$ cat src/rrct_defines.svh
// Offsets, field positions, reset values and timing counts for ring control
`ifndef RRCT_DEFINES_SVH
`define RRCT_DEFINES_SVH

// Register indices; byte address is four times the index
`define RRCT_IDX_RELOAD_LO   8'h68
`define RRCT_IDX_RELOAD_HI   8'h6a
`define RRCT_IDX_CONTROL     8'h6c
`define RRCT_IDX_BCN_TMO_LO  8'h70
`define RRCT_IDX_BCN_TMO_HI  8'h72
`define RRCT_IDX_EVENT       8'h90
`define RRCT_IDX_PIT_COUNT   8'h92
`define RRCT_ADDR_W          10

// Control register fields
`define RRCT_CTL_RESV        0
`define RRCT_CTL_RING_EN     1
`define RRCT_CTL_SUPERVISOR  2
`define RRCT_CTL_P1_RX_BLK   3
`define RRCT_CTL_P1_TX_BLK   4
`define RRCT_CTL_P2_RX_BLK   5
`define RRCT_CTL_P2_TX_BLK   6
`define RRCT_CTL_P1_BCN_HOST 7
`define RRCT_CTL_P2_BCN_HOST 8
`define RRCT_CTL_P1_BTO_EN   9
`define RRCT_CTL_P2_BTO_EN   10
`define RRCT_CTL_PIT_EN      11
`define RRCT_CTL_CLR_IDS     12
`define RRCT_CTL_DROP_RSV    13
`define RRCT_CTL_ANNOUNCE    14
`define RRCT_CTL_WMASK       16'h7ffe

// Event register fields
`define RRCT_EVT_PIT         0
`define RRCT_EVT_PORT1_BEACON_TIMEOUT_FLAG        1
`define RRCT_EVT_PORT2_BEACON_TIMEOUT_FLAG        2

// Reset values
`define RRCT_RST_RELOAD_LO   16'h0000
`define RRCT_RST_RELOAD_HI   16'h0000
`define RRCT_RST_CONTROL     16'h0000

// Forwarding mask bits
`define RRCT_FWD_HOST        0
`define RRCT_FWD_P1          1
`define RRCT_FWD_P2          2

// Timing: counters step at 50 MHz from a 250 MHz clock
`define RRCT_CLK_MHZ         250
`define RRCT_TICK_MHZ        50
`define RRCT_TICK_CYC        (`RRCT_CLK_MHZ / `RRCT_TICK_MHZ)

`endif

$ cat src/rrct_pkg.sv
// Types shared by the ring redundancy control block
package rrct_pkg;
	typedef enum logic [2:0] {
		RRCT_KIND_OTHER,
		RRCT_KIND_BEACON,
		RRCT_KIND_NBR_CHECK,
		RRCT_KIND_LINK_STATUS,
		RRCT_KIND_FAIL_NOTIFY,
		RRCT_KIND_ANNOUNCE
	} rrct_kind_t;

	typedef enum logic [1:0] {
		RRCT_PORT_HOST,
		RRCT_PORT_P1,
		RRCT_PORT_P2,
		RRCT_PORT_NONE
	} rrct_port_t;
endpackage

$ cat src/rrct_top.sv
// Ring redundancy control registers, interval and beacon timers, frame gate
`timescale 1ns/1ps
`include "rrct_defines.svh"

// How it works
// - Interval timer is a 32-bit down-counter stepping at 50 MHz.
// - Reload value split into low half 0x68 and high half 0x6A.
// - Setting interval enable loads the reload value and starts counting.
// - At zero the interval flag is set and the counter reloads.
// - Ring handling acts only while ring enable is set; beacon timeout counters run without it.
// - Supervisor bit selects supervisor or plain node forwarding.
// - Receive-blocked port drops all frames except listed ring frames.
// - Blocked port still passes neighbour-check/sign-on multicast to host.
// - Blocked port passes status and fail-notify frames addressed to host.
// - Blocked port relays beacons to the other port when not supervisor.
// - Transmit-blocked port sends nothing except listed ring frames.
// - Blocked port sends host beacons as supervisor, host checks by port.
// - Blocked port sends beacons from the other port when not supervisor.
// - Beacon-to-host bit passes beacons; foreign-source beacons always pass.
// - Beacon-timeout enable switches that port's timeout counter on.
// - Writing one to clear-IDs erases source IDs; bit reads back zero.
// - Drop-reserved stops reserved multicast addresses going anywhere.
// - Announce-receive bit delivers announce frames to the host.
// - Beacon counters step at 50 MHz, reload on good beacon, flag at zero.
module rrct_top (
	input  wire logic                     pclk,
	input  wire logic                     presetn,
	input  wire logic                     clk_en,
	input  wire logic                     psel,
	input  wire logic                     penable,
	input  wire logic                     pwrite,
	input  wire logic [31:0]              paddr,
	input  wire logic [31:0]              pwdata,
	input  wire logic [3:0]               pstrb,
	output logic      [31:0]              prdata,
	output logic                          pready,
	output logic                          pslverr,
	input  wire logic                     frame_valid,
	input  wire rrct_pkg::rrct_port_t     frame_port,
	input  wire rrct_pkg::rrct_kind_t     frame_kind,
	input  wire logic [2:0]               frame_base_mask,
	input  wire logic                     frame_dst_is_host,
	input  wire logic                     frame_dst_is_ring_mc,
	input  wire logic                     frame_dst_reserved,
	input  wire logic                     frame_src_is_supervisor,
	input  wire logic                     frame_crc_ok,
	input  wire rrct_pkg::rrct_port_t     frame_src_port_field,
	output logic                          fwd_valid,
	output logic      [2:0]               fwd_mask,
	output logic                          clear_source_ids,
	output logic                          port1_beacon_timeout_flag,
	output logic                          port2_beacon_timeout_flag
);

	// Register state
	logic [15:0] reload_lo, next_reload_lo;
	logic [15:0] reload_hi, next_reload_hi;
	logic [15:0] control, next_control;
	logic [15:0] bcn_tmo_lo, next_bcn_tmo_lo;
	logic [15:0] bcn_tmo_hi, next_bcn_tmo_hi;
	logic [2:0]  event_flags, next_event_flags;
	logic        next_clear_source_ids;
	logic [31:0] next_prdata;
	logic        next_pready;
	logic        next_pslverr;

	// Timer state
	logic [2:0]  tick_cnt, next_tick_cnt;
	logic        tick;
	logic [31:0] pit_count, next_pit_count;
	logic        pit_en_d, next_pit_en_d;
	logic        pit_expired;
	logic [1:0]  bto_expired;
	logic [1:0]  bcn_good;
	logic [31:0] pit_reload;
	logic [31:0] bcn_reload;

	// Frame gate state
	logic        next_fwd_valid;
	logic [2:0]  next_fwd_mask;

	// Bus decode
	logic        wr_acc;
	logic        setup;
	logic [7:0]  idx;
	logic [15:0] wdata;

	assign setup = psel && !penable;
	assign wr_acc = psel && penable && pready && pwrite;
	assign idx = paddr[`RRCT_ADDR_W-1:2];
	assign wdata = pwdata[15:0];
	assign pit_reload = {reload_hi, reload_lo};
	assign bcn_reload = {bcn_tmo_hi, bcn_tmo_lo};

	// APB answer: data is captured in setup, so access takes one cycle when clk_en is high at the setup edge
	always_comb begin
		next_pready = 1'b0;
		next_prdata = prdata;
		next_pslverr = 1'b0;
		if (setup) begin
			next_pready = 1'b1;
			next_prdata = 32'h0000_0000;
			unique case (idx)
				`RRCT_IDX_RELOAD_LO:  next_prdata[15:0] = reload_lo;
				`RRCT_IDX_RELOAD_HI:  next_prdata[15:0] = reload_hi;
				`RRCT_IDX_CONTROL:    next_prdata[15:0] = control;
				`RRCT_IDX_BCN_TMO_LO: next_prdata[15:0] = bcn_tmo_lo;
				`RRCT_IDX_BCN_TMO_HI: next_prdata[15:0] = bcn_tmo_hi;
				`RRCT_IDX_EVENT:      next_prdata[2:0] = event_flags;
				`RRCT_IDX_PIT_COUNT:  next_prdata = pit_count;
				default:              next_pslverr = 1'b1;
			endcase
			// Upper address bits outside the window also miss
			if (paddr[31:`RRCT_ADDR_W] != '0 || paddr[1:0] != 2'b00) begin
				next_pslverr = 1'b1;
				next_prdata = 32'h0000_0000;
			end
			if (pwrite) begin
				next_prdata = 32'h0000_0000;
			end
		end
	end

	always_ff @(posedge pclk or negedge presetn) begin
		if (!presetn) begin
			pready <= 1'b0;
			prdata <= 32'h0000_0000;
			pslverr <= 1'b0;
		end else if (clk_en) begin
			pready <= next_pready;
			prdata <= next_prdata;
			pslverr <= next_pslverr;
		end
	end

	// Register writes; errored accesses change nothing
	always_comb begin
		next_reload_lo = reload_lo;
		next_reload_hi = reload_hi;
		next_control = control;
		next_bcn_tmo_lo = bcn_tmo_lo;
		next_bcn_tmo_hi = bcn_tmo_hi;
		next_clear_source_ids = 1'b0;
		next_control[`RRCT_CTL_CLR_IDS] = 1'b0;
		if (wr_acc && !pslverr && pstrb[1:0] == 2'b11) begin
			unique case (idx)
				`RRCT_IDX_RELOAD_LO:  next_reload_lo = wdata;
				`RRCT_IDX_RELOAD_HI:  next_reload_hi = wdata;
				`RRCT_IDX_CONTROL: begin
					// Reserved bit 0 and bit 15 are never stored
					next_control = wdata & `RRCT_CTL_WMASK;
					next_clear_source_ids = wdata[`RRCT_CTL_CLR_IDS];
					next_control[`RRCT_CTL_CLR_IDS] = 1'b0;
				end
				`RRCT_IDX_BCN_TMO_LO: next_bcn_tmo_lo = wdata;
				`RRCT_IDX_BCN_TMO_HI: next_bcn_tmo_hi = wdata;
				default: begin
				end
			endcase
		end
	end

	always_ff @(posedge pclk or negedge presetn) begin
		if (!presetn) begin
			reload_lo <= `RRCT_RST_RELOAD_LO;
			reload_hi <= `RRCT_RST_RELOAD_HI;
			control <= `RRCT_RST_CONTROL;
			bcn_tmo_lo <= 16'h0000;
			bcn_tmo_hi <= 16'h0000;
			clear_source_ids <= 1'b0;
		end else if (clk_en) begin
			reload_lo <= next_reload_lo;
			reload_hi <= next_reload_hi;
			control <= next_control;
			bcn_tmo_lo <= next_bcn_tmo_lo;
			bcn_tmo_hi <= next_bcn_tmo_hi;
			clear_source_ids <= next_clear_source_ids;
		end
	end

	// 50 MHz step from the 250 MHz clock
	always_comb begin
		tick = (tick_cnt == 3'(`RRCT_TICK_CYC - 1));
		next_tick_cnt = tick ? 3'h0 : tick_cnt + 3'h1;
	end

	always_ff @(posedge pclk or negedge presetn) begin
		if (!presetn) begin
			tick_cnt <= 3'h0;
		end else if (clk_en) begin
			tick_cnt <= next_tick_cnt;
		end
	end

	// Interval timer; a new reload mid-count only shows at the next zero
	always_comb begin
		next_pit_en_d = control[`RRCT_CTL_PIT_EN];
		next_pit_count = pit_count;
		pit_expired = 1'b0;
		if (control[`RRCT_CTL_PIT_EN] && !pit_en_d) begin
			next_pit_count = pit_reload;
		end else if (control[`RRCT_CTL_PIT_EN] && tick) begin
			if (pit_count == 32'h0000_0000) begin
				pit_expired = 1'b1;
				next_pit_count = pit_reload;
			end else begin
				next_pit_count = pit_count - 32'h0000_0001;
			end
		end
	end

	always_ff @(posedge pclk or negedge presetn) begin
		if (!presetn) begin
			pit_count <= 32'h0000_0000;
			pit_en_d <= 1'b0;
		end else if (clk_en) begin
			pit_count <= next_pit_count;
			pit_en_d <= next_pit_en_d;
		end
	end

	// Good supervisor beacon per external port restarts its timeout
	always_comb begin
		bcn_good = 2'b00;
		if (frame_valid && frame_kind == rrct_pkg::RRCT_KIND_BEACON &&
		    frame_src_is_supervisor && frame_crc_ok) begin
			bcn_good[0] = (frame_port == rrct_pkg::RRCT_PORT_P1);
			bcn_good[1] = (frame_port == rrct_pkg::RRCT_PORT_P2);
		end
	end

	// Beacon timeout counters, one per external port
	genvar g;
	generate
		for (g = 0; g < 2; g++) begin : g_bto
			logic [31:0] cnt, next_cnt;
			logic        en_d, next_en_d;
			logic        en;

			assign en = control[`RRCT_CTL_P1_BTO_EN + g];

			always_comb begin
				next_en_d = en;
				next_cnt = cnt;
				bto_expired[g] = 1'b0;
				if (en && (!en_d || bcn_good[g])) begin
					next_cnt = bcn_reload;
				end else if (en && tick) begin
					if (cnt == 32'h0000_0000) begin
						bto_expired[g] = 1'b1;
						next_cnt = bcn_reload;
					end else begin
						next_cnt = cnt - 32'h0000_0001;
					end
				end
			end

			always_ff @(posedge pclk or negedge presetn) begin
				if (!presetn) begin
					cnt <= 32'h0000_0000;
					en_d <= 1'b0;
				end else if (clk_en) begin
					cnt <= next_cnt;
					en_d <= next_en_d;
				end
			end
		end
	endgenerate

	// Sticky events, write one to clear; a new event wins over the clear
	always_comb begin
		next_event_flags = event_flags;
		if (wr_acc && !pslverr && idx == `RRCT_IDX_EVENT && pstrb[0]) begin
			next_event_flags = event_flags & ~pwdata[2:0];
		end
		if (pit_expired) begin
			next_event_flags[`RRCT_EVT_PIT] = 1'b1;
		end
		if (bto_expired[0]) begin
			next_event_flags[`RRCT_EVT_PORT1_BEACON_TIMEOUT_FLAG] = 1'b1;
		end
		if (bto_expired[1]) begin
			next_event_flags[`RRCT_EVT_PORT2_BEACON_TIMEOUT_FLAG] = 1'b1;
		end
	end

	always_ff @(posedge pclk or negedge presetn) begin
		if (!presetn) begin
			event_flags <= 3'h0;
			port1_beacon_timeout_flag <= 1'b0;
			port2_beacon_timeout_flag <= 1'b0;
		end else if (clk_en) begin
			event_flags <= next_event_flags;
			port1_beacon_timeout_flag <= next_event_flags[`RRCT_EVT_PORT1_BEACON_TIMEOUT_FLAG];
			port2_beacon_timeout_flag <= next_event_flags[`RRCT_EVT_PORT2_BEACON_TIMEOUT_FLAG];
		end
	end

	// Frame gate: receive exceptions first, then transmit blocking per port
	always_comb begin
		logic       sup;
		logic       rx_blk;
		logic       bcn_host;
		logic [2:0] m;
		logic       from_host;
		sup = control[`RRCT_CTL_SUPERVISOR];
		rx_blk = 1'b0;
		bcn_host = 1'b0;
		m = frame_base_mask;
		from_host = (frame_port == rrct_pkg::RRCT_PORT_HOST);
		if (frame_port == rrct_pkg::RRCT_PORT_P1) begin
			rx_blk = control[`RRCT_CTL_P1_RX_BLK];
			bcn_host = control[`RRCT_CTL_P1_BCN_HOST];
		end else if (frame_port == rrct_pkg::RRCT_PORT_P2) begin
			rx_blk = control[`RRCT_CTL_P2_RX_BLK];
			bcn_host = control[`RRCT_CTL_P2_BCN_HOST];
		end
		// Without ring enable the base switching decision skips the ring rules; drop-reserved and the ingress-port clear still apply
		if (control[`RRCT_CTL_RING_EN] && !from_host) begin
			unique case (frame_kind)
				rrct_pkg::RRCT_KIND_BEACON: begin
					m = 3'b000;
					m[`RRCT_FWD_HOST] = bcn_host || !frame_src_is_supervisor;
					if (!sup) begin
						m[`RRCT_FWD_P1] = frame_port == rrct_pkg::RRCT_PORT_P2;
						m[`RRCT_FWD_P2] = frame_port == rrct_pkg::RRCT_PORT_P1;
					end
				end
				rrct_pkg::RRCT_KIND_NBR_CHECK: begin
					if (rx_blk) begin
						m = {2'b00, frame_dst_is_ring_mc};
					end
				end
				rrct_pkg::RRCT_KIND_LINK_STATUS,
				rrct_pkg::RRCT_KIND_FAIL_NOTIFY: begin
					if (rx_blk) begin
						m = {2'b00, frame_dst_is_host};
					end
				end
				rrct_pkg::RRCT_KIND_ANNOUNCE: begin
					m[`RRCT_FWD_HOST] = control[`RRCT_CTL_ANNOUNCE];
					if (rx_blk) begin
						m = 3'b000;
					end
				end
				default: begin
					if (rx_blk) begin
						m = 3'b000;
					end
				end
			endcase
		end
		// Transmit blocking on each external egress port
		if (control[`RRCT_CTL_RING_EN]) begin
			if (control[`RRCT_CTL_P1_TX_BLK] && !(
			    (from_host && frame_kind == rrct_pkg::RRCT_KIND_BEACON && sup) ||
			    (from_host && frame_kind == rrct_pkg::RRCT_KIND_NBR_CHECK &&
			     frame_src_port_field == rrct_pkg::RRCT_PORT_P1) ||
			    (!from_host && frame_kind == rrct_pkg::RRCT_KIND_BEACON &&
			     !sup))) begin
				m[`RRCT_FWD_P1] = 1'b0;
			end
			if (control[`RRCT_CTL_P2_TX_BLK] && !(
			    (from_host && frame_kind == rrct_pkg::RRCT_KIND_BEACON && sup) ||
			    (from_host && frame_kind == rrct_pkg::RRCT_KIND_NBR_CHECK &&
			     frame_src_port_field == rrct_pkg::RRCT_PORT_P2) ||
			    (!from_host && frame_kind == rrct_pkg::RRCT_KIND_BEACON &&
			     !sup))) begin
				m[`RRCT_FWD_P2] = 1'b0;
			end
		end
		// Reserved multicast never leaves the ingress port
		if (control[`RRCT_CTL_DROP_RSV] && frame_dst_reserved) begin
			m = 3'b000;
		end
		// A frame never returns through the port it came in on
		if (frame_port != rrct_pkg::RRCT_PORT_NONE) begin
			m[frame_port] = 1'b0;
		end
		next_fwd_valid = frame_valid;
		next_fwd_mask = frame_valid ? m : 3'b000;
	end

	always_ff @(posedge pclk or negedge presetn) begin
		if (!presetn) begin
			fwd_valid <= 1'b0;
			fwd_mask <= 3'b000;
		end else if (clk_en) begin
			fwd_valid <= next_fwd_valid;
			fwd_mask <= next_fwd_mask;
		end
	end

endmodule

$ cat config.mk
export PLATFORM = sky130hd
export DESIGN_NAME = rrct_top
export DESIGN_NICKNAME = d
export VERILOG_FILES = /design/src/rrct_pkg.sv /design/src/rrct_top.sv
export VERILOG_INCLUDE_DIRS = /design/src
export SDC_FILE = /design/constraint.sdc
export NUM_CORES = 1
export LEC_CHECK = 0
export ABC_AREA = 0
export ABC_CLOCK_PERIOD_IN_PS = 7500
export BUFFER_PORTS_ARGS = -buffer_cell sky130_fd_sc_hd__buf_2
export CAP_MARGIN = 15
export CORE_ASPECT_RATIO = 1.25
export CORE_MARGIN = 5
export CORE_UTILIZATION = 64
export DETAILED_ROUTE_END_ITERATION = 10
export PLACE_DENSITY_LB_ADDON = 0.25
export SLEW_MARGIN = 20
export SYNTH_ARGS = -nofsm -noshare
export SYNTH_HDL_FRONTEND = slang
export SYNTH_SLANG_ARGS = --single-unit
$ cat constraint.sdc
create_clock -name pclk -period 7.5 [get_ports pclk]
set_input_delay 1.125 -clock pclk [delete_from_list [all_inputs] [get_ports pclk]]
set_output_delay 1.125 -clock pclk [all_outputs]
set_load 0.05 [all_outputs]
# [Yosys cells after proc, flatten, opt, wreduce, memory -nomap -nowiden]
# Index checks and enable logic that the tools add are counted.
[op_classes] add_sub_neg=4 eq_ne=19 muxes=56 reduce_logical=69 n_lt_le_gt_ge=2 n_bitwise=4
[op_table] operator="32-bit two-way mux" n=11
[op_table] operator="32-bit zero test" n=3
[op_table] operator="32-bit by 1-bit subtractor with 32-bit output (second input constant)" n=3
[op_table] operator="13-bit case mux with 6 select lines" n=1
[op_table] operator="8-bit by 7-bit == test with 1-bit output (second input constant)" n=5
[op_table] operator="3-bit two-way mux" n=10
[op_table] operator="1-bit logical AND" n=29
[op_table] operator="1-bit two-way mux" n=25
[op_table] operator="22-bit nonzero test" n=1
[op_table] operator="3-bit case mux with 7 select lines" n=1
[op_table] operator="8-bit == test (second input constant)" n=2
[op_table] operator="16-bit two-way mux" n=1
[op_table] operator="3-bit AND reduction" n=5
[op_table] operator="13-bit two-way mux" n=1
[op_table] operator="12-bit two-way mux" n=1
[op_table] operator="3-bit case mux with 4 select lines" n=1
[op_table] operator="1-bit zero test" n=10
[op_table] operator="2-bit AND reduction" n=5
[op_table] operator="2-bit nonzero test" n=5
[op_table] operator="3-bit == test (second input constant)" n=3
[op_table] operator="1-bit logical OR" n=8
[op_table] operator="7-bit OR reduction" n=1
[op_table] operator="3-bit AND" n=2
[op_table] operator="2-bit == test (second input constant)" n=3
[op_table] operator="other kinds (12)" n=17
[totals] word_cells=177 reg_bits=224 in_bits=90

# [Logic depth before layout (Yosys ltp)]
# Gate-level depths: netlist of run 1.
[depth] ltp_word=13 mapped_depth=10 depth_no_buf=8

# [Least setup slack after synthesis of run 1]
# No wires, ideal clock.
[synth_timing] path_kind="input port to flip-flop" from="in paddr[3]" to="reg reload_hi[11]" stages=6 path_buffers=2 slack_ns=4.386 t_arrival_ns=2.989 cell_sequence="clkbuf_1 -> nand2_1 -> nor4_1 -> nand3_1 -> clkbuf_1 -> mux2_2"
[synth_between] elab_chain_cells=2
[synth_rtl] element="from (decl)" line_no="rrct_top.sv:32" source="input wire logic [31:0] paddr,"
[synth_rtl] element="8-bit by 7-bit == test with 1-bit output" line_no="rrct_top.sv:146" source="unique case (idx)"
[synth_rtl] element="3-bit AND reduction (no line)"
[synth_rtl] element="to (signal assigned)" line_no="rrct_top.sv:166" source="reload_hi <= `RRCT_RST_RELOAD_HI;"
[synth_rtl] element="to (signal assigned)" line_no="rrct_top.sv:173" source="reload_hi <= next_reload_hi;"
[synth_rtl] element="to (decl)" line_no="rrct_top.sv:57" source="logic [15:0] reload_hi, next_reload_hi;"
# No other way between the ends.
# A chain may end at the register's enable or synchronous reset.

# [Final worst setup path of run 1]
[layout_timing] from="reg g_bto[0].cnt[26]" to="reg g_bto[0].cnt[19]"
[layout_between] elab_chain_cells=4
[layout_rtl] element="from (decl)" line_no="rrct_top.sv:236" source="logic [31:0] cnt, next_cnt;"
[layout_rtl] element="from (signal assigned)" line_no="rrct_top.sv:263" source="cnt <= next_cnt;"
[layout_rtl] element="32-bit zero test" line_no="rrct_top.sv:249" source="if (cnt == 32'h0000_0000) begin"
[layout_rtl] element="32-bit two-way mux" line_no="rrct_top.sv:249"
[layout_rtl] element="32-bit two-way mux" line_no="rrct_top.sv:248" source="end else if (en && tick) begin"
[layout_rtl] element="32-bit two-way mux" line_no="rrct_top.sv:246" source="if (en && (!en_d || bcn_good[g])) begin"
# No other way between the ends. The select of a mux whose other input is x is not followed.

==> flow_summary_export.csv, run 1 <==
group,metric,value,unit
outcome,run_status,"finished clean",
timing,max-slew-margin-rel,29.4,%
detailed_routing,firstDrtPassIters,7,
clocking,cts_sinks,221,
grt,grt-ovfl-total,0,
final_layout,layout.nets,1426,
yosys,synth.most_common_cell,"dfrtp_1",
setup_path,crit_fanout,30,
floorplan,initial_core_util,64.6,%
floorplan,die_area,21800,um^2
setup_path,crit_slowest_cell,"nand2_1",
setup_path,r2r-end,"g_bto[0].cnt[19]",
final_layout,syn2layout_area_growth,11.9,%
yosys,yosysSeqAreaShare,45.8,%
worst_hold_path,hp-start,"prdata[1]",
yosys,synth_async_sr_flop_share,100,%
grt,grt_pass1_wl,59600,um
floorplan,ios,131,
yosys,syn_area,12100,um^2
setup_path,cp_top_family,"simple AND/OR/NAND/NOR gates",
detailed_routing,num_vias,11400,
worst_hold_path,hold_path_class,"reg -> reg",
power_and_ir_drop,ir_worst_vdd,0.159,mV
yosys,synth_nets,1355,
setup_path,reg2regPathDepth,6,
grt,grt_max_degree,95,
yosys,synth_area_leaders,"dfrtp_1 (46%), mux2_2 (7.3%), o21ai_0 (4.3%)",
timing,setup_tns,0,ps
floorplan,core,18700,um^2
timing,period_share,52.0,%
timing,hold_violations,0,
setup_path,cp_num_buf_inv,0,
yosys,ys_types,74,
power_and_ir_drop,power.density,186,nW/um^2
grt,grt_use_total,34.1,%
yosys,syn_inst,1257,
clocking,cts_root_buffer,"clkbuf_16",
floorplan,rows,56,
final_layout,multi_input_area,6060,um^2
clocking,cts_tree,"yes",
clocking,htree_levels,1,
clocking,cts.reportedPaths.clkPinSlew,60,ps
final_layout,layout-drive-gt1-share,20.1,%
final_layout,seqCellArea,5530,um^2
floorplan,die_x,133,um
setup_path,r2r-start,"g_bto[0].cnt[26]",
timing,setup_viol,0,
detailed_routing,wl_per_cell,23.7,um
final_layout,fill_cells,1399,
grt,first_global_vias,11000,
power_and_ir_drop,total_leakage_power,5.94,nW
yosys,netlist.area_leader.share,45.8,%
timing,finClkSkew,9.95,ps
setup_path,start_kind,"register",
run,max-cap-violations,0,
setup_path,required,7900,ps
detailed_routing,initialDrtViolationCount,1331,
worst_hold_path,min_to,"prdata[1]",
clocking,cts_buffers,23,
yosys,ys_ff_latch,221,
detailed_routing,routed_via_density,7.23,
clocking,cts_resized,0,
final_layout,antenna_cells,0,
yosys,ys_top_cells_by_count,"dfrtp_1 (221), o21ai_0 (103), nand2_1 (84), mux2_2 (78), clkbuf_1 (65)",
clocking,postCtsHoldBufs,0,
setup_path,end_kind,"register",
setup_path,arrival,4300,ps
placement,io_buffers,112,
final_layout,final_cell_area,13500,um^2
yosys,yosysWarnings,0,
yosys,synth_edf_count,0,
detailed_routing,routed_wl,37300,um
detailed_routing,drc,0,
yosys,synth_ff_type,"dfrtp_1",
clocking,clk_path_buf_depth,3,
timing,fmax,0.257,GHz
yosys,syn_area_per_cell,9.62,um^2
timing,rsz0062_at_grt,"false",
detailed_routing,antenna_left,0,
setup_path,crit_path_cell_trace,"or4_1 > nor4_1 > nand4_1 > nand2_1 > o21ai_0 > a221o_1",
timing,min_period,3900,ps
setup_path,path_class,"reg -> reg",
placement,hpwl,25400,um
grt,grt_antenna_before_repair,1,
floorplan,die_h,164,um
timing,drv_slew,0,
clocking,post_cts_buffers,0,
timing,tightest_slew,1060,ps
clocking,clk_latency,520,ps
setup_path,r2r_slack,3600,ps
yosys,yosys.area.top_type,"dfrtp_1",
placement,globalplace.congestion,0.937,
setup_path,cpPeakStageDelay,1000,ps
placement,placed_area,12800,um^2
worst_hold_path,hold_depth,2,
power_and_ir_drop,p_total,2.51,mW
layout make-up:
class	instances	area share [%]
Multi-Input combinational cell	902	44.8
Sequential cell	221	40.9
Timing Repair Buffer	129	5.16
Clock buffer	28	4.69
Tap cell	232	2.15
Inverter	51	1.42
Clock inverter	9	0.888
power by group:
part           total, mW  switching (mW)  internal, mW
logic              0.127          0.0896        0.0373
clock network       1.17           0.473         0.698
registers           1.22          0.0113          1.20
cell families (layout without fill, tap and decap cells):
logic type,after synthesis,after routing,share of synthesized area [%]
compound gates,402,402,23.0
xor+xnor,1,1,0.0725
fa+ha+maj,8,8,0.828
buf+inv,134,217,4.42
flops,221,221,45.8
mux,83,83,7.68
simple gates,408,408,18.3
metal layers:
metal | track usage (%) | part of all wire (%) | up-vias
li1 | - | - | 4994
met4 | 16.7 | 5.4 | 4
met5 | 0 | 0.064 | -
met3 | 6.13 | 8.7 | 145
met2 | 59.0 | 50 | 676
met1 | 41.3 | 36 | 5553
stage by stage:
| stage | setup WS [ps] | hold WS (ps) | util [%] | std cells |
|---|---|---|---|---|
| 2_1_floorplan | 4390 | 460 | - | 1257 |
| 3_3_place_gp | 3240 | 464 | 68.3 | 1535 |
| 3_5_place_dp | 3230 | 470 | 68.3 | 1535 |
| 4_1_cts | 3750 | 495 | 72.3 | 1572 |
| 5_1_grt | 3430 | 509 | 72.3 | 1572 |
| 6_report | 3600 | 490 | 72.3 | 1572 |
cells in the final DEF, fill, tap and decap left out, types with 5 or more instances in the layout:
master,n
a21oi_1,57
a221o_1,5
a221oi_1,13
a22o_1,30
a22oi_1,47
a2bb2oi_1,17
a31oi_1,13
a41oi_1,6
and3_1,14
buf_2,111
buf_4,17
clkbuf_16,23
clkinv_2,6
dfrtp_1,221
ha_1,8
inv_1,51
mux2_2,78
mux2i_1,5
nand2_1,84
nand2b_1,8
nand3_1,51
nand3b_1,8
nand4_1,39
nor2_1,62
nor2b_1,9
nor3_1,40
nor4_1,23
nor4_2,6
o211ai_1,11
o21a_1,7
o21ai_0,103
o221ai_1,7
o22a_1,11
o22ai_1,14
o311ai_0,17
o31ai_1,5
or3_1,15
or4_1,16
state kept, by name, indices dropped and copies added, names as in the netlist, 2 cells and up:
signal / count
reload_hi: 16
prdata: 32
pit_count: 32
g_bto.cnt: 64
bcn_tmo_lo: 16
tick_cnt: 3
control: 13
bcn_tmo_hi: 16
fwd_mask: 3
g_bto.en_d: 2
reload_lo: 16
event_flags: 2
worst max path at each step:
stage                      from               end  slack, ps  depth (start not counted)
6_report       g_bto[0].cnt[26]  g_bto[0].cnt[19]       3600                          6
4_1_cts        g_bto[0].cnt[18]  g_bto[0].cnt[19]       3750                          6
5_1_grt           frame_kind[2]   g_bto[1].cnt[3]       3430                          7
2_1_floorplan          paddr[3]     reload_hi[11]       4390                          6
3_5_place_dp      frame_kind[2]  g_bto[1].cnt[13]       3230                          7
3_3_place_gp      frame_kind[2]  g_bto[1].cnt[13]       3240                          7
worst register-to-register path, cell delays in order (launching register included):
cell     delay (ps)
dfrtp_1         400
or4_1           610
nor4_1          460
nand4_1         720
nand2_1        1000
o21ai_0         210
a221o_1         390
No activity file was read; power rests on OpenSTA's default activity.
==> run 2, diff against run 1 <==
--- a/config.mk
+++ b/config.mk
@@ -7,12 +7,12 @@
 export NUM_CORES = 1
 export LEC_CHECK = 0
 export ABC_AREA = 0
-export ABC_CLOCK_PERIOD_IN_PS = 7500
+export ABC_CLOCK_PERIOD_IN_PS = 3160
 export BUFFER_PORTS_ARGS = -buffer_cell sky130_fd_sc_hd__buf_2
 export CAP_MARGIN = 15
 export CORE_ASPECT_RATIO = 1.25
 export CORE_MARGIN = 5
-export CORE_UTILIZATION = 64
+export CORE_UTILIZATION = 54
 export DETAILED_ROUTE_END_ITERATION = 10
 export PLACE_DENSITY_LB_ADDON = 0.25
 export SLEW_MARGIN = 20
==> constraint.sdc (replaced) <==
create_clock -name pclk -period 3.16 [get_ports pclk]
set_input_delay 0.474 -clock pclk [delete_from_list [all_inputs] [get_ports pclk]]
set_output_delay 0.474 -clock pclk [all_outputs]
set_load 0.05 [all_outputs]
==> run 2 against run 1 <==
Against the previous run:
- combinational power grew to 2.5 times the previous value
- final cell count rose by 6.6%
- sequential power is 140% higher
- hold slack got worse by 270 ps
- non-clock buffer count rose by 47
- sequential share of layout area shrank 1.4 points
- critical path depth up 1
- utilization fell by 9.0 points
- critical endpoint is now g_bto[1].cnt[3]
- count of clock-buffer cells in the layout rose by 3
- largest cell class unchanged
- global-route usage fell by 3.8 points
- cell area up 3.6%
==> flow_summary_export.csv, run 2 (same netlist as run 1, synthesis figures left out) <==
group,metric,value,unit
setup_path,cpPeakStageDelay,710,ps
floorplan,die_x,144,um
timing,min_period,2900,ps
placement,io_buffers,112,
final_layout,seqCellArea,5530,um^2
detailed_routing,wl_per_cell,23.1,um
clocking,htree_levels,1,
grt,first_global_vias,11100,
floorplan,die_area,25500,um^2
clocking,clk_latency,530,ps
grt,grt_max_degree,88,
clocking,clk_path_buf_depth,3,
timing,rsz0062_at_grt,"false",
grt,grt-ovfl-total,0,
setup_path,path_class,"reg -> reg",
timing,period_share,91.6,%
final_layout,layout-drive-gt1-share,23.0,%
timing,hold_slack,222,ps
setup_path,arrival,3320,ps
grt,grt_use_total,30.3,%
clocking,cts_root_buffer,"clkbuf_16",
timing,setup_tns,0,ps
outcome,run_status,"finished clean",
detailed_routing,antenna_left,0,
timing,finClkSkew,16.7,ps
final_layout,syn2layout_area_growth,15.9,%
detailed_routing,initialDrtViolationCount,1119,
final_layout,final_cell_mix,"dfrtp_1 (221), buf_2 (111), o21ai_0 (103), nand2_1 (84), mux2_2 (78)",
final_layout,reg_top3,"g_bto.cnt (64), pit_count (32), prdata (32)",
run,max-cap-violations,0,
detailed_routing,num_vias,11300,
floorplan,rows,61,
clocking,cts_buffers,24,
power_and_ir_drop,ir_worst_vdd,0.396,mV
final_layout,largest_register_ffs,64,
worst_hold_path,hold_path_class,"in -> reg",
detailed_routing,routed_wl,38700,um
grt,grt_antenna_before_repair,0,
clocking,cts_sinks,221,
timing,max-slew-margin-rel,28.1,%
floorplan,die_h,177,um
floorplan,ios,131,
power_and_ir_drop,total_leakage_power,6.19,nW
detailed_routing,routed_via_density,6.75,
detailed_routing,drc,0,
placement,hpwl,27700,um
setup_path,start_kind,"register",
timing,hold_violations,0,
final_layout,fill_cells,1861,
setup_path,crit_path_cell_trace,"or4_4 > nand4bb_1 > or4_1 > nand2_1 > buf_4 > o21ai_0 > a22oi_1",
timing,drv_slew,0,
final_layout,multi_input_area,6060,um^2
floorplan,initial_core_util,54.6,%
power_and_ir_drop,p_total,6.10,mW
detailed_routing,firstDrtPassIters,6,
setup_path,required,3580,ps
setup_path,crit_slowest_cell,"or4_1",
clocking,cts.reportedPaths.clkPinSlew,60,ps
setup_path,crit_fanout,11,
final_layout,final_common_cell,"dfrtp_1",
timing,setup_viol,0,
clocking,post_cts_buffers,0,
final_layout,antenna_cells,0,
floorplan,core,22100,um^2
timing,tightest_slew,1070,ps
final_layout,top_register,"g_bto.cnt",
grt,grt_pass1_wl,61500,um
timing,fmax,0.345,GHz
setup_path,end_kind,"register",
clocking,cts_tree,"yes",
power_and_ir_drop,power.density,435,nW/um^2
final_layout,layout.nets,1474,
placement,globalplace.congestion,0.946,
run 2: cell count changes in the layout (fill, tap and decap cells not counted), sizes merged:
cell / previous run / this run
buf: 129 / 175
bufinv: 3 / 2
clkbuf: 28 / 31
clkinvlp: 0 / 3
dlygate4sd3: 0 / 1
inv: 51 / 52
run 2: per-layer routing:
| metal | global-route usage (%) | vias to the layer above | wire [um] |
|---|---|---|---|
| met4 | 15.8 | 0 | 2310 |
| met3 | 4.08 | 131 | 2550 |
| met2 | 51.4 | 502 | 19200 |
| met5 | 0 | - | 0 |
| li1 | - | 5079 | - |
| met1 | 37.5 | 5602 | 14600 |
run 2: final timing paths:
kind / start / endpoint / slack, ps / cells after the start
worst max-delay path: g_bto[1].cnt[27] / g_bto[1].cnt[3] / 260 / 7
worst min-delay path: frame_valid / fwd_valid / 220 / 3
worst max register to register: g_bto[1].cnt[27] / g_bto[1].cnt[3] / 260 / 7
worst min register to register: prdata[0] / prdata[0] / 480 / 2
max in group asynchronous: presetn / reload_hi[14] / 1790 / 3
min in group asynchronous: presetn / pit_count[1] / 540 / 2
run 2: worst max-delay path, delay by kind of cell (launching register included):
family,cells,cell delay [ps]
AOI/OAI and AO/OA,2,330
buffers and inverters,1,240
DFF,1,410
and+or+nand+nor,4,1820
run 2: what timing repair did:
item	in CTS	in global routing
hold buffers	1	0
endpoints found under the hold margin	14	0
gates resized for setup	0	0
run 2: where the power goes:
group / switching (mW) / internal, mW / leakage [nW]
logic: 0.218 / 0.100 / 2.86
registers: 0.0262 / 2.86 / 2.94
clock network: 1.19 / 1.70 / 0.396
total: 1.44 / 4.66 / 6.19
run 2: layout make-up:
cell class,instances,share of cell area (%)
multi-input combinational,902,43.2
sequential,221,39.5
timing repair buffer,176,7.61
clock buffer,31,4.91
tap,283,2.53
inverter,51,1.37
clock inverter,12,0.893
run 2: metrics by stage:
stage | cell area, um^2 | utilization [%] | cells | setup slack, ps
2_1_floorplan | 12100 | - | 1257 | 697
3_3_place_gp | 13200 | 59.6 | 1632 | 391
3_5_place_dp | 13200 | 59.6 | 1632 | 358
4_1_cts | 14000 | 63.3 | 1676 | 326
5_1_grt | 14000 | 63.3 | 1676 | 109
6_report | 14000 | 63.3 | 1676 | 265
==> run 3, diff against run 2 <==
--- a/config.mk
+++ b/config.mk
@@ -15,6 +15,7 @@
 export CORE_UTILIZATION = 54
 export DETAILED_ROUTE_END_ITERATION = 10
 export PLACE_DENSITY_LB_ADDON = 0.25
+export SETUP_SLACK_MARGIN = 0.5
 export SLEW_MARGIN = 20
 export SYNTH_ARGS = -nofsm -noshare
 export SYNTH_HDL_FRONTEND = slang
==> constraint.sdc (replaced) <==
create_clock -name pclk -period 3.16 [get_ports pclk]
set_input_delay 0.316 -clock pclk [delete_from_list [all_inputs] [get_ports pclk]]
set_output_delay 0.316 -clock pclk [all_outputs]
set_load 0.05 [all_outputs]
==> run 3 against run 2 <==
Against the previous run:
- global-route usage rose by 0.39 points
- utilization rose by 1.1 points
- clock power rose by 8.3%
- cell area rose by 1.7%
- worst setup slack improved by 290 ps
- die area did not move
==> flow_summary_export.csv, run 3 (same netlist as run 1, synthesis figures left out) <==
group,metric,value,unit
setup_path,arrival,2990,ps
timing,hold_slack,70.5,ps
grt,grt-ovfl-total,0,
grt,first_global_vias,11000,
floorplan,die_x,144,um
power_and_ir_drop,power.density,446,nW/um^2
setup_path,start_kind,"register",
setup_path,crit_slowest_cell,"or4_4",
detailed_routing,drc,0,
placement,io_buffers,112,
setup_path,cpPeakStageDelay,580,ps
floorplan,initial_core_util,54.6,%
final_layout,largest_register_ffs,64,
timing,min_period,2600,ps
power_and_ir_drop,ir_worst_vdd,0.469,mV
clocking,clk_path_buf_depth,3,
timing,setup_tns,0,ps
clocking,cts_tree,"yes",
grt,grt_antenna_before_repair,0,
final_layout,top_register,"g_bto.cnt",
final_layout,final_cell_mix,"dfrtp_1 (220), buf_2 (111), o21ai_0 (102), nand2_1 (82), mux2_2 (78)",
floorplan,ios,131,
final_layout,syn2layout_area_growth,17.9,%
power_and_ir_drop,p_clk_share,49.5,%
setup_path,required,3550,ps
power_and_ir_drop,intPower,4.91,mW
placement,hpwl,27700,um
power_and_ir_drop,power.switching,1.44,mW
floorplan,core,22100,um^2
timing,rsz0062_at_grt,"true",
power_and_ir_drop,total_leakage_power,6.26,nW
floorplan,die_h,177,um
setup_path,crit_fanout,12,
power_and_ir_drop,swShare,22.7,%
grt,grt_max_degree,88,
detailed_routing,wl_per_cell,23.4,um
setup_path,path_class,"reg -> reg",
setup_path,end_kind,"register",
power_and_ir_drop,combPwrFrac,5.0,%
clocking,cts_sinks,221,
grt,grt_use_total,30.7,%
grt,grt_pass1_wl,61500,um
outcome,run_status,"finished clean",
power_and_ir_drop,power_frac_seq,45.5,%
timing,hold_violations,0,
timing,setup_viol,0,
detailed_routing,firstDrtPassIters,6,
detailed_routing,antenna_left,0,
floorplan,die_area,25500,um^2
floorplan,rows,61,
detailed_routing,routed_via_density,6.76,
detailed_routing,initialDrtViolationCount,1195,
timing,period_share,82.3,%
timing,drv_slew,0,
setup_path,critical_path.most_common_cell,"or4_4",
timing,fmax,0.384,GHz
detailed_routing,routed_wl,39200,um
clocking,htree_levels,1,
clocking,clk_latency,530,ps
timing,max-slew-margin-rel,45.4,%
final_layout,layout-drive-gt1-share,24.2,%
clocking,cts.reportedPaths.clkPinSlew,60,ps
clocking,cts_root_buffer,"clkbuf_16",
final_layout,reg_top3,"g_bto.cnt (64), pit_count (32), prdata (32)",
timing,tightest_slew,814,ps
setup_path,crit_path_cell_trace,"or4_4 > or4_4 > nor3_4 > nor2_4 > buf_12 > a221o_1",
detailed_routing,num_vias,11300,
final_layout,layout.nets,1474,
clocking,cts_buffers,24,
timing,finClkSkew,11.5,ps
worst_hold_path,hold_path_class,"in -> reg",
placement,globalplace.congestion,0.962,
run,max-cap-violations,0,
final_layout,final_common_cell,"dfrtp_1",
run 3: changes by cell type in the layout (fill, tap and decap cells not counted), sizes merged:
cell      change
clkinv        -2
diode         +1
clkinvlp      -1
bufinv        +3
run 3: repair_timing:
action / in CTS / in global routing
endpoints found under the setup margin: 44 / 51
hold buffers: 1 / 0
pin swaps: 1 / 3
resized for setup: 13 / 10
cloned: 0 / 0
hold endpoints to repair: 83 / 0
setup buffers: 2 / 2
run 3: final cells by class:
class                   count  area [um^2]
diodes                      1         2.50
clock buffers              31          688
clock inverters            12          196
fillers                  1837         7890
inverters                  51          191
multi-input cells         902         6150
flip-flops and latches    221         5530
well taps                 283          354
repair buffers            176         1140
run 3: power groups by stage:
| stage | logic, mW | registers (mW) | clock network, mW |
|---|---|---|---|
| 3_5_place_dp | 0.314 | 2.94 | 0 |
| 3_3_place_gp | 0.310 | 2.94 | 0 |
| 6_report | 0.319 | 2.89 | 3.14 |
| 2_1_floorplan | 0.104 | 2.95 | 0 |
| 5_1_grt | 0.349 | 2.89 | 3.30 |
| 4_1_cts | 0.319 | 2.89 | 3.18 |
run 3: final timing paths:
kind                          startpoint               end  slack, ps  cells after the start
max                        pit_count[17]     pit_count[17]        560                      6
min                          frame_valid         fwd_valid         70                      3
max reg2reg                pit_count[17]     pit_count[17]        560                      6
min reg2reg                    prdata[1]         prdata[1]        480                      2
max in group asynchronous        presetn  g_bto[0].cnt[24]       1940                      3
min in group asynchronous        presetn         prdata[1]        400                      2
run 3: worst max-delay path, delay by kind of cell (launching register included):
kind / cells / cell delay [ps]
AND/OR/NAND/NOR: 4 / 1560
flip-flops: 1 / 440
AO/OA/AOI/OAI: 1 / 310
buffers and inverters: 1 / 160
run 3: metal layers:
metal / routed length, um / vias to the layer above / part of all wire [%] / track usage (%)
li1: - / 5094 / - / -
met1: 14800 / 5597 / 38 / 38.1
met2: 19500 / 506 / 50 / 51.6
met3: 2590 / 140 / 6.6 / 4.32
met4: 2290 / 0 / 5.8 / 16.3
met5: 0 / - / 0 / 0
run 3: stage by stage:
| stage | utilization (%) | cells | setup slack [ps] | total power [mW] | cell area [um^2] |
|---|---|---|---|---|---|
| after floorplan | - | 1257 | 700 | 3.06 | 12100 |
| final | 64.4 | 1677 | 559 | 6.35 | 14200 |
| after global routing | 64.4 | 1676 | 491 | 6.54 | 14200 |
| after CTS | 64.1 | 1674 | 501 | 6.38 | 14200 |
| after detailed placement | 59.7 | 1628 | 355 | 3.25 | 13200 |
| after global placement | 59.7 | 1628 | 378 | 3.25 | 13200 |
